`config.mk`:
```
export PLATFORM = sky130hd
export DESIGN_NAME = efiu_top
export DESIGN_NICKNAME = d
export VERILOG_FILES = /design/src/efiu_pkg.sv /design/src/efiu_top.sv /design/src/efiu_sync.sv
export VERILOG_INCLUDE_DIRS = /design/src /design/src/src
export SDC_FILE = /design/constraint.sdc
export NUM_CORES = 1
export LEC_CHECK = 0
export ABC_CLOCK_PERIOD_IN_PS = 2100
export BUFFER_PORTS_ARGS = -buffer_cell sky130_fd_sc_hd__clkbuf_2
export CORE_MARGIN = 2
export CORE_UTILIZATION = 49
export CTS_BUF_LIST = sky130_fd_sc_hd__clkbuf_16
export DETAILED_ROUTE_END_ITERATION = 10
export PLACE_DENSITY = 0.79
export SETUP_SLACK_MARGIN = 0.05
export SKIP_LAST_GASP = 1
export SLEW_MARGIN = 25
export SYNTH_ARGS = -nofsm -noshare
export SYNTH_HDL_FRONTEND = slang
export SYNTH_HIERARCHICAL = 1
export SYNTH_SLANG_ARGS = --single-unit
export TNS_END_PERCENT = 5
```
`constraint.sdc`:
```
create_clock -name pclk -period 2.1 [get_ports pclk]
set_input_delay 0.21 -clock pclk [delete_from_list [all_inputs] [get_ports pclk]]
set_output_delay 0.21 -clock pclk [all_outputs]
set_load 0.1 [all_outputs]
```
`src/efiu_defines.svh`:
```
// Register indices, field positions, reset values and counts of the event flag interrupt unit
`ifndef EFIU_DEFINES_SVH
`define EFIU_DEFINES_SVH

// ----------------------------------------------------------------
// Register indices (byte address is four times the index)
// ----------------------------------------------------------------
`define EFIU_IDX_IE1 8'h04
`define EFIU_IDX_IE2 8'h05
`define EFIU_IDX_FLAG1 8'h06
`define EFIU_IDX_FLAG2 8'h07
`define EFIU_IDX_CLKRX 8'h08
`define EFIU_ADDR_W 8

// ----------------------------------------------------------------
// Reset values and implemented-bit masks
// ----------------------------------------------------------------
`define EFIU_RST_IE1 8'h00
`define EFIU_RST_IE2 8'h00
`define EFIU_RST_FLAG 8'h00
`define EFIU_RST_CLKRX 8'h30
`define EFIU_MASK_IE2 8'h1C
`define EFIU_MASK_FLAG2 8'h1C
`define EFIU_MASK_CLKRX 8'hF0

// ----------------------------------------------------------------
// Field positions, first flag register and first enable register
// ----------------------------------------------------------------
`define EFIU_B1_PLL_LOST 7
`define EFIU_B1_PLL_LOCK 6
`define EFIU_B1_SYNC_LOST 5
`define EFIU_B1_SYNC_LOCK 4
`define EFIU_B1_CLKGEN_RDY 3
`define EFIU_B1_FIFO_RST 2
`define EFIU_B1_FIFO_WARN1 1
`define EFIU_B1_FIFO_WARN2 0

// ----------------------------------------------------------------
// Field positions, second flag register and second enable register
// ----------------------------------------------------------------
`define EFIU_B2_AUTO_PASS 4
`define EFIU_B2_AUTO_FAIL 3
`define EFIU_B2_SAMPLE_FAIL 2

// ----------------------------------------------------------------
// Counts
// ----------------------------------------------------------------
`define EFIU_AUTO_FAIL_CLR_PAIRS 4'h8
`define EFIU_SYNC_STAGES 2

`endif

```
`src/efiu_pkg.sv`:
```
// Types shared by the event flag interrupt unit
package efiu_pkg;

	// Status inputs from the converter core; levels and event toggles
	typedef struct packed {
		logic pll_lock;
		logic sync_lock;
		logic clkgen_ready;
		logic fifo_dist_one;
		logic fifo_dist_two;
		logic fifo_rst_tgl;
		logic auto_pass_tgl;
		logic auto_fail_tgl;
		logic sample_fail_tgl;
		logic iq_pair_tgl;
	} efiu_evt_t;

	// Clock receiver control byte, upper nibble used
	typedef struct packed {
		logic dcc_conv;
		logic dcc_ref;
		logic xcor_conv;
		logic xcor_ref;
		logic [3:0] rsvd;
	} efiu_clkrx_t;

endpackage : efiu_pkg

```
`src/efiu_top.sv`:
```
// Event flag, interrupt enable and clock receiver control registers behind APB
`timescale 1ns/1ps
`include "efiu_defines.svh"

// What this block does
// - Enable bit 1 of first enable register lets FIFO warning one interrupt.
// - Enable bit 0 of first enable register lets FIFO warning two interrupt.
// - Enable bit 4 of second enable register lets auto pattern pass interrupt.
// - Enable bit 3 of second enable register lets auto pattern fail interrupt.
// - Enable bit 2 of second enable register lets sample pattern fail interrupt.
// - Flag bit 7 latches when the clock loop loses an existing lock.
// - Flag bit 6 sets when the clock loop locks; resets to zero.
// - Flag bit 5 latches when synchronisation loses an existing alignment.
// - Flag bit 4 sets when synchronisation alignment is reached.
// - Flag bit 3 sets when internal clock generation is ready.
// - Flag bit 2 latches when a software FIFO reset completes.
// - Flag bit 1 sets while FIFO pointer distance equals one.
// - Flag bit 0 sets while FIFO pointer distance equals two.
// - Second flag bit 4 latches when auto pattern check passes.
// - Second flag bit 3 latches on mismatch, clears after eight valid pairs.
// - Second flag bit 2 latches on sample pattern mismatch, never self-clears.
// - Clock control bit 7, reset 0, enables conversion clock duty correction.
// - Clock control bit 6, reset 0, enables reference clock duty correction.
// - Clock control bit 5, reset 1, enables conversion clock crossing correction.
// - Clock control bit 4, reset 1, enables reference clock crossing correction.
module efiu_top (
	// Clock and reset
	input wire logic pclk,
	input wire logic presetn,
	// APB slave
	input wire logic psel,
	input wire logic penable,
	input wire logic pwrite,
	input wire logic [`EFIU_ADDR_W-1:0] paddr,
	input wire logic [31:0] pwdata,
	input wire logic [3:0] pstrb,
	output logic [31:0] prdata_q,
	output logic pready_q,
	output logic pslverr_q,
	// Status inputs from the converter core, asynchronous
	input wire efiu_pkg::efiu_evt_t evt_i,
	// Outputs to the clock receiver and the interrupt pin
	output efiu_pkg::efiu_clkrx_t clkrx_q,
	output logic irq_q
);

	// ----------------------------------------------------------------
	// Declarations
	// ----------------------------------------------------------------
	efiu_pkg::efiu_evt_t s_evt;
	efiu_pkg::efiu_evt_t prev_q;
	logic [7:0] ie1_q;
	logic [7:0] ie2_q;
	logic [7:0] flag1_q;
	logic [7:0] flag1_d;
	logic [7:0] flag2_q;
	logic [7:0] flag2_d;
	logic [7:0] set1;
	logic [7:0] set2;
	logic [7:0] clr1;
	logic [7:0] clr2;
	logic [3:0] pair_cnt_q;
	logic pair_evt;
	logic fail_evt;
	logic auto_clr;
	logic acc;
	logic wr_fire;
	logic hit;
	logic [7:0] rd_d;
	logic irq_d;

	// ----------------------------------------------------------------
	// Input synchronisation
	// ----------------------------------------------------------------
	// Core runs on other clocks, so every status line is retimed first
	efiu_sync #(
		.W($bits(efiu_pkg::efiu_evt_t))
	) u_sync (
		.pclk(pclk),
		.presetn(presetn),
		.din(evt_i),
		.dout(s_evt)
	);

	// Previous synchronised value, for edge and toggle detection
	always_ff @(posedge pclk or negedge presetn) begin
		if (!presetn) begin
			prev_q <= '0;
		end else begin
			prev_q <= s_evt;
		end
	end

	// ----------------------------------------------------------------
	// APB decode
	// ----------------------------------------------------------------
	// Access phase with one wait state; write lands where pready is seen high
	assign acc = psel & penable;
	assign wr_fire = acc & pready_q & pwrite & hit & pstrb[0];

	// Address hit and read mux; unmapped words read zero
	always_comb begin
		hit = 1'b1;
		rd_d = 8'h00;
		case (paddr)
			8'(`EFIU_IDX_IE1 * 4): rd_d = ie1_q;
			8'(`EFIU_IDX_IE2 * 4): rd_d = ie2_q;
			8'(`EFIU_IDX_FLAG1 * 4): rd_d = flag1_q;
			8'(`EFIU_IDX_FLAG2 * 4): rd_d = flag2_q;
			8'(`EFIU_IDX_CLKRX * 4): rd_d = clkrx_q;
			default: hit = 1'b0;
		endcase
	end

	// Ready, error and read data all come from flops
	always_ff @(posedge pclk or negedge presetn) begin
		if (!presetn) begin
			pready_q <= 1'b0;
			pslverr_q <= 1'b0;
			prdata_q <= 32'h0000_0000;
		end else begin
			pready_q <= acc & ~pready_q;
			pslverr_q <= acc & ~pready_q & ~hit;
			if (acc & ~pready_q & ~pwrite) begin
				prdata_q <= {24'h00_0000, rd_d};
			end
		end
	end

	// ----------------------------------------------------------------
	// Enable registers
	// ----------------------------------------------------------------
	// First enable register, all eight bits live
	always_ff @(posedge pclk or negedge presetn) begin
		if (!presetn) begin
			ie1_q <= `EFIU_RST_IE1;
		end else if (wr_fire && paddr == 8'(`EFIU_IDX_IE1 * 4)) begin
			ie1_q <= pwdata[7:0];
		end
	end

	// Second enable register; unused bits are not stored, so they read zero
	always_ff @(posedge pclk or negedge presetn) begin
		if (!presetn) begin
			ie2_q <= `EFIU_RST_IE2;
		end else if (wr_fire && paddr == 8'(`EFIU_IDX_IE2 * 4)) begin
			ie2_q <= pwdata[7:0] & `EFIU_MASK_IE2;
		end
	end

	// ----------------------------------------------------------------
	// Clock receiver control
	// ----------------------------------------------------------------
	// Drives the receiver directly; crossing correction defaults on
	always_ff @(posedge pclk or negedge presetn) begin
		if (!presetn) begin
			clkrx_q <= efiu_pkg::efiu_clkrx_t'(`EFIU_RST_CLKRX);
		end else if (wr_fire && paddr == 8'(`EFIU_IDX_CLKRX * 4)) begin
			clkrx_q <= efiu_pkg::efiu_clkrx_t'(pwdata[7:0] & `EFIU_MASK_CLKRX);
		end
	end

	// ----------------------------------------------------------------
	// Event detection
	// ----------------------------------------------------------------
	// Loss flags need a falling edge, so a loop never locked cannot report loss
	always_comb begin
		set1 = 8'h00;
		set1[`EFIU_B1_PLL_LOST] = prev_q.pll_lock & ~s_evt.pll_lock;
		set1[`EFIU_B1_PLL_LOCK] = s_evt.pll_lock;
		set1[`EFIU_B1_SYNC_LOST] = prev_q.sync_lock & ~s_evt.sync_lock;
		set1[`EFIU_B1_SYNC_LOCK] = s_evt.sync_lock;
		set1[`EFIU_B1_CLKGEN_RDY] = s_evt.clkgen_ready;
		set1[`EFIU_B1_FIFO_RST] = prev_q.fifo_rst_tgl ^ s_evt.fifo_rst_tgl;
		set1[`EFIU_B1_FIFO_WARN1] = s_evt.fifo_dist_one;
		set1[`EFIU_B1_FIFO_WARN2] = s_evt.fifo_dist_two;
	end

	// Pattern checker events arrive as toggles, one change per event
	assign pair_evt = prev_q.iq_pair_tgl ^ s_evt.iq_pair_tgl;
	assign fail_evt = prev_q.auto_fail_tgl ^ s_evt.auto_fail_tgl;

	always_comb begin
		set2 = 8'h00;
		set2[`EFIU_B2_AUTO_PASS] = prev_q.auto_pass_tgl ^ s_evt.auto_pass_tgl;
		set2[`EFIU_B2_AUTO_FAIL] = fail_evt;
		set2[`EFIU_B2_SAMPLE_FAIL] = prev_q.sample_fail_tgl ^ s_evt.sample_fail_tgl;
	end

	// ----------------------------------------------------------------
	// Auto pattern fail self-clear
	// ----------------------------------------------------------------
	// Counts valid pairs after the last mismatch; a new mismatch restarts it
	always_ff @(posedge pclk or negedge presetn) begin
		if (!presetn) begin
			pair_cnt_q <= 4'h0;
		end else if (fail_evt || !flag2_q[`EFIU_B2_AUTO_FAIL] || auto_clr) begin
			pair_cnt_q <= 4'h0;
		end else if (pair_evt) begin
			pair_cnt_q <= pair_cnt_q + 4'h1;
		end
	end

	// Eighth valid pair clears the flag, unless a mismatch lands with it
	assign auto_clr = flag2_q[`EFIU_B2_AUTO_FAIL] & pair_evt & ~fail_evt
		& (pair_cnt_q == `EFIU_AUTO_FAIL_CLR_PAIRS - 4'h1);

	// ----------------------------------------------------------------
	// Flag registers
	// ----------------------------------------------------------------
	// Write one to clear; a set in the same cycle wins so no event is lost
	always_comb begin
		clr1 = 8'h00;
		clr2 = 8'h00;
		if (wr_fire && paddr == 8'(`EFIU_IDX_FLAG1 * 4)) begin
			clr1 = pwdata[7:0];
		end
		if (wr_fire && paddr == 8'(`EFIU_IDX_FLAG2 * 4)) begin
			clr2 = pwdata[7:0];
		end
		flag1_d = (flag1_q & ~clr1) | set1;
		flag2_d = (flag2_q & ~clr2 & ~{4'h0, auto_clr, 3'h0}) | set2;
	end

	always_ff @(posedge pclk or negedge presetn) begin
		if (!presetn) begin
			flag1_q <= `EFIU_RST_FLAG;
			flag2_q <= `EFIU_RST_FLAG;
		end else begin
			flag1_q <= flag1_d;
			flag2_q <= flag2_d & `EFIU_MASK_FLAG2;
		end
	end

	// ----------------------------------------------------------------
	// Interrupt request
	// ----------------------------------------------------------------
	// Registered, so it follows a flag or enable change by one cycle
	assign irq_d = |(flag1_q & ie1_q) | |(flag2_q & ie2_q);

	always_ff @(posedge pclk or negedge presetn) begin
		if (!presetn) begin
			irq_q <= 1'b0;
		end else begin
			irq_q <= irq_d;
		end
	end
endmodule : efiu_top

```
`src/efiu_sync.sv`:
```
// Two-flop synchroniser bank for the status inputs
`timescale 1ns/1ps
module efiu_sync #(
	parameter int W = 10
) (
	// Clock and reset
	input wire logic pclk,
	input wire logic presetn,
	// Data
	input wire logic [W-1:0] din,
	output logic [W-1:0] dout
);

	logic [W-1:0] meta_q;
	logic [W-1:0] sync_q;

	// One independent two-flop chain per bit; first stage feeds only the second
	genvar gi;
	generate
		for (gi = 0; gi < W; gi++) begin : g_bit
			always_ff @(posedge pclk or negedge presetn) begin
				if (!presetn) begin
					meta_q[gi] <= 1'b0;
					sync_q[gi] <= 1'b0;
				end else begin
					meta_q[gi] <= din[gi];
					sync_q[gi] <= meta_q[gi];
				end
			end
		end
	endgenerate

	assign dout = sync_q;

endmodule : efiu_sync

```
==> reports/qor.csv, run 1 <==
metric,value,unit
routed via count,1851,
CTS tree,built,
register bit total from synthesis,68,
final hold violation count,0,
DRT Pass-1 Iters,4,
DIE HEIGHT,80.9,um
ordered cell list for the critical path,and3_1 > nor2b_1 > nand2_2 > mux2_2,
Initial Util,49.8,%
relative slew slack,62.9,%
layout cell share with drive strength beyond 1,32.0,%
Required @ worst endpoint,2.31,ns
fin nets,352,
R2R Setup Slk,0.38,ns
CTS Buffer Depth,2,
HP Class,input port to register,
Final min period,1.72,ns
PortBufs,46,
first-pass GRT wire length,8600,um
Skew-Pair Late Insertion Delay,0.33,ns
Min-Delay Startpoint,pwdata[0],
startpoint types,register,
Main synth FF type,dfrtp_1,
Fmax,582,MHz
RSZ-0062 raised after global routing,false,
post-synthesis cell type count,46,
Max Cap Viol,0,
Critical Path End Type,register,
Syn. warnings,6,
antenna violations before repair,0,
H-Tree Depth,3,
most frequent cells in the layout,"dfrtp_1, clkbuf_2, conb_1, nand2_1, mux2_2",
RR Endpoint,ie1_q[3],
postcts setup bufs,0,
Critical R2R Launch,pready_q,
Area Growth Syn to Fin,21.1,%
Post-Syn Area,2900,um^2
Worst-Margin Slew,0.560,ns
Fillers,477,
worst-path maximum fanout,8,
Max rail drop VDD,0.000557,V
combined buffer and inverter count along the critical path,0,
hold endpoint,ie1_q[0],
Die X,80.9,um
clk slew on worst S/H paths,0.06,ns
core area,5820,um^2
WL per Instance,14.3,um
final clock skew,0.00621,ns
number of DRC markers in iteration 0,106,
Worst Hold Path Cells,2,
row count,28,
status,finished clean,
vias per cell,4.98,
PD cells,927,nW/um^2
post-DP HPWL,3810,um
critical path data arrival time,1.93,ns
total power,3.25,mW
io pins,102,
kind of critical path,register to register,
Final Setup Violations,0,
crit path max-delay cell type,nor2b_1,
Slew Limit Fails,0,
post-synthesis area per instance,12.8,um^2
setup TNS,0,ns
largest net degree at the start of global routing,43,
top cell family by delay on the critical path,simple AND/OR/NAND/NOR gates,
ANT cells,0,
fin util,60.3,%
hold buffers post-CTS,11,
# clock sinks,68,
Gate Count Post-Synth,227,
Die Area,6550,um^2
gr usage total,18.1,%
P_leak,1.66,nW
sequential share of the synthesized area,58.8,%
number of global-route vias before repair,1757,
asr flop ratio synth,100,%
DRT Wirelength,5330,um
residual DRC count,0,
PostCTS Resize Cnt,0,
"Remaining Overflow, GRT",0,
Post-synth EDFFs,0,
RePlAce Congestion,0.905,
ANT nets after route,0,
Num CTS Buffers,9,
"commonest non-fill, non-tap cell in the layout",dfrtp_1,
max incr delay on CP,0.43,ns
worst r2r path cells,4,
crit share post-route,81.8,%
root buffer cell,clkbuf_16,
-- kinds of logic after synthesis --
logic type,count (synthesis),synth area share [%]
flops,68,58.8
buf+inv,35,8.59
other cells,1,0.129
simple gates,62,13.2
mux,19,8.07
fa+ha+maj,1,0.432
xor+xnor,8,2.42
compound gates,33,8.37
-- layer usage --
| layer | wire, um | vias to the layer above | GRT usage (%) | part of all wire [%] |
|---|---|---|---|---|
| met5 | 0 | - | 0 | 0 |
| li1 | - | 881 | - | - |
| met2 | 2570 | 73 | 28.1 | 48 |
| met3 | 319 | 11 | 4.56 | 6.0 |
| met1 | 2320 | 886 | 23.1 | 44 |
| met4 | 124 | 0 | 10.2 | 2.3 |
-- registers in the layout, indices dropped and copies added, names as in the netlist --
name	flops
u_sync/dout	10
u_sync/meta_q	10
flag1_q	8
ie1_q	8
prdata_q	8
prev_q	7
clkrx_q	4
pair_cnt_q	4
flag2_q	3
ie2_q	3
irq_q	1
pready_q	1
pslverr_q	1
-- worst max-delay path by stage --
stage / start / to / slack, ns / cells past startpoint
final: pready_q / ie1_q[3] / 0.38 / 4
after global routing: pready_q / ie1_q[3] / 0.25 / 4
after CTS: pready_q / ie1_q[3] / 0.36 / 4
after detailed placement: paddr[5] / ie1_q[3] / 0.38 / 5
after global placement: paddr[5] / ie1_q[7] / 0.41 / 5
after floorplan: pready_q / ie1_q[0] / 0.21 / 5
-- cell usage after synthesis, types with 2 or more instances --
master | number | area [um^2]
nor2b_1 | 2 | 12.5
xnor2_1 | 5 | 43.8
buf_4 | 29 | 218
and3_1 | 3 | 18.8
a21o_1 | 6 | 45.0
xor2_1 | 3 | 26.3
inv_1 | 2 | 7.51
nor2_1 | 7 | 26.3
o31ai_1 | 2 | 15.0
a22o_1 | 3 | 26.3
o21ai_0 | 8 | 40.0
mux2i_1 | 2 | 20.0
dfstp_2 | 2 | 52.6
nand2_1 | 20 | 75.1
nand3_1 | 12 | 60.1
a22oi_1 | 7 | 52.6
a22o_2 | 3 | 30.0
dfrtp_1 | 66 | 1650
mux4_2 | 2 | 45.0
clkbuf_1 | 2 | 7.51
mux2_2 | 15 | 169
nor3_1 | 2 | 10.0
-- stage by stage --
stage / cell area (um^2) / hold slack, ns / std cells / setup slack [ns]
5_1_grt: 3510 / 0.148 / 372 / 0.249
2_1_floorplan: 3000 / -0.0856 / 254 / 0.213
3_3_place_gp: 3110 / 0.233 / 345 / 0.414
3_5_place_dp: 3110 / 0.238 / 345 / 0.385
6_report: 3510 / 0.143 / 372 / 0.381
4_1_cts: 3510 / 0.137 / 372 / 0.361
-- layout make-up --
cell class | count | area [um^2] | share of cell area (%)
Inverter | 2 | 7.51 | 0.214
Timing Repair Buffer | 60 | 363 | 10.3
Clock inverter | 7 | 67.6 | 1.93
Tap cell | 75 | 93.8 | 2.67
Sequential cell | 68 | 1710 | 48.6
Multi-Input combinational cell | 151 | 1050 | 29.8
Clock buffer | 9 | 225 | 6.42
-- report_power, final --
group          switching (mW)  leakage, nW  internal (mW)
Sequential             0.0232        0.816           1.35
Combinational           0.357        0.703         0.0750
Clock                   0.534        0.140          0.911
Total                   0.914         1.66           2.34
No activity file was read; power rests on OpenSTA's default activity.
==> run 2, diff against run 1 <==
--- a/config.mk
+++ b/config.mk
@@ -6,10 +6,11 @@
 export SDC_FILE = /design/constraint.sdc
 export NUM_CORES = 1
 export LEC_CHECK = 0
-export ABC_CLOCK_PERIOD_IN_PS = 2100
+export ABC_AREA = 1
+export ABC_CLOCK_PERIOD_IN_PS = 1730
 export BUFFER_PORTS_ARGS = -buffer_cell sky130_fd_sc_hd__clkbuf_2
 export CORE_MARGIN = 2
-export CORE_UTILIZATION = 49
+export CORE_UTILIZATION = 50
 export CTS_BUF_LIST = sky130_fd_sc_hd__clkbuf_16
 export DETAILED_ROUTE_END_ITERATION = 10
 export PLACE_DENSITY = 0.79
==> constraint.sdc (replaced) <==
create_clock -name pclk -period 1.73 [get_ports pclk]
set_input_delay 0.173 -clock pclk [delete_from_list [all_inputs] [get_ports pclk]]
set_output_delay 0.173 -clock pclk [all_outputs]
set_load 0.1 [all_outputs]
==> run 2 against run 1 <==
  * Via count up 23%
  * Die area up 4.6%
  * Utilization up 1.9 points
  * Synthesized cell count up 46%
  * Area after synthesis up 7.0%
  * Cell count up 28%
  * Non-clock buffer count up 1
  * Power up 18%
  * Worst hold slack worse by 0.054 ns
  * Register-to-register slack about the same
  * Sequential share of layout area down 2.6 points
  * Wire length up 6.4%
==> reports/qor.csv, run 2 <==
metric,value,unit
status,finished clean,
hold_ws,0.0883,ns
number of DRC markers in iteration 0,185,
final clock skew,0.00389,ns
"area leader, netlist",dfrtp_1,
top-count cell post-synth,nand2_1,
number of global-route vias before repair,2086,
total power,3.83,mW
commonest cells in the netlist,"nand2_1, dfrtp_1, buf_4",
"Remaining Overflow, GRT",0,
# clock sinks,68,
Sw Share,29.8,%
residual DRC count,0,
Max Cap Viol,0,
post-DP HPWL,3940,um
post-synthesis cell type count,31,
RePlAce Congestion,0.851,
PD cells,1030,nW/um^2
fin nets,458,
crit share post-route,87.4,%
WL per Instance,11.9,um
combined buffer and inverter count along the critical path,1,
root buffer cell,clkbuf_16,
first-pass GRT wire length,9260,um
layout cell share with drive strength beyond 1,24.1,%
Die Area,6850,um^2
HP Class,input port to register,
Comb power frac,14.1,%
Synth area leaders,"dfrtp_1, nand2_1, buf_4",
antenna violations before repair,0,
Initial Util,52.1,%
postcts setup bufs,0,
startpoint types,register,
ANT nets after route,0,
Final min period,1.51,ns
Num CTS Buffers,9,
register bit total from synthesis,68,
DRT Pass-1 Iters,4,
Max rail drop VDD,0.000864,V
critical path data arrival time,1.34,ns
H-Tree Depth,3,
Final Setup Violations,0,
CTS Buffer Depth,2,
Syn. warnings,6,
kind of critical path,register to output port,
area share of the largest cell type after synthesis,53.2,%
Fmax,662,MHz
Flop pwr share,43.5,%
Main synth FF type,dfrtp_1,
P_int,2.69,mW
Post-Syn Area,3100,um^2
RSZ-0062 raised after global routing,false,
max incr delay on CP,0.55,ns
relative slew slack,64.1,%
net switching power,1.14,mW
Worst-Margin Slew,0.541,ns
final hold violation count,0,
crit path max-delay cell type,dfstp_2,
Gate Count Post-Synth,332,
core area,5960,um^2
io pins,102,
Critical Path End Type,output port,
most frequent cells in the layout,"nand2_1, dfrtp_1, clkbuf_2, conb_1, nand3_1",
row count,28,
post-synthesis area per instance,9.35,um^2
CTS tree,built,
P_leak,1.89,nW
largest net degree at the start of global routing,69,
top cell family by delay on the critical path,flip-flops,
Area Growth Syn to Fin,19.4,%
"commonest non-fill, non-tap cell in the layout",nand2_1,
setup TNS,0,ns
ordered cell list for the critical path,clkbuf_2,
clk slew on worst S/H paths,0.05,ns
clock network power share,42.5,%
vias per cell,4.77,
PortBufs,46,
ANT cells,0,
gr usage total,18.5,%
asr flop ratio synth,100,%
DIE HEIGHT,82.8,um
Slew Limit Fails,0,
DRT Wirelength,5680,um
sequential share of the synthesized area,54.9,%
worst-path maximum fanout,3,
Die X,82.8,um
Skew-Pair Late Insertion Delay,0.33,ns
Required @ worst endpoint,1.56,ns
routed via count,2282,
Post-synth EDFFs,0,
-- run 2: final timing paths --
path	start	to	slack [ns]	cells after the start
worst max-delay path	clkrx_q[4]	clkrx_q[4]	0.22	1
worst min-delay path	pwdata[1]	ie1_q[1]	0.09	3
worst max register to register	u_sync/dout[0]	pair_cnt_q[3]	0.37	6
worst min register to register	u_sync/meta_q[1]	u_sync/dout[1]	0.35	0
max in group asynchronous	presetn	clkrx_q[4]	1.03	3
min in group asynchronous	presetn	u_sync/meta_q[9]	0.37	3
-- run 2: kinds of logic (layout without fill, tap and decap cells) --
group | Yosys count | after routing | share of synthesized area, %
and+or+nand+nor | 172 | 172 | 26.9
DFF | 68 | 68 | 54.9
buffers and inverters | 62 | 106 | 11.5
AOI/OAI and AO/OA | 22 | 22 | 4.56
xor gates and xnor gates | 6 | 6 | 1.69
adders and majority gates | 1 | 1 | 0.403
other | 1 | 28 | 0.121
-- run 2: power by group through the flow --
stage               clock network (mW)  logic [mW]  registers (mW)
floorplan                            0       0.405            1.75
global placement                     0       0.516            1.69
detailed placement                   0       0.522            1.69
CTS                               1.66       0.541            1.66
global route                      1.73       0.574            1.67
finish                            1.63       0.539            1.66
-- run 2: what timing repair did --
item                                    4_1_cts  5_1_grt
resized for setup                             0        0
endpoints found under the setup margin        0        0
endpoints found under the hold margin        76        0
hold buffers                                 11        0
-- run 2: cell type report --
class	count	area, um^2
Clock buffer	9	225
Clock inverter	7	43.8
Fill cell	516	2250
Inverter	29	109
Multi-Input combinational cell	229	1140
Sequential cell	68	1710
Tap cell	75	93.8
Timing Repair Buffer	61	383
-- run 2: stage by stage --
step           instances  util [%]  cell area [um^2]  setup WS, ns
6_report             478      62.2              3700         0.219
5_1_grt              478      62.2              3700         0.193
4_1_cts              478      62.2              3700         0.208
3_5_place_dp         451      55.8              3330         0.260
3_3_place_gp         451      55.8              3330         0.292
2_1_floorplan        359         -              3210         0.132
-- run 2: metal layers --
metal | track usage [%] | wire (um)
met4 | 10.2 | 167
met2 | 29.2 | 2720
met1 | 22.7 | 2330
met5 | 0 | 0
met3 | 5.74 | 455
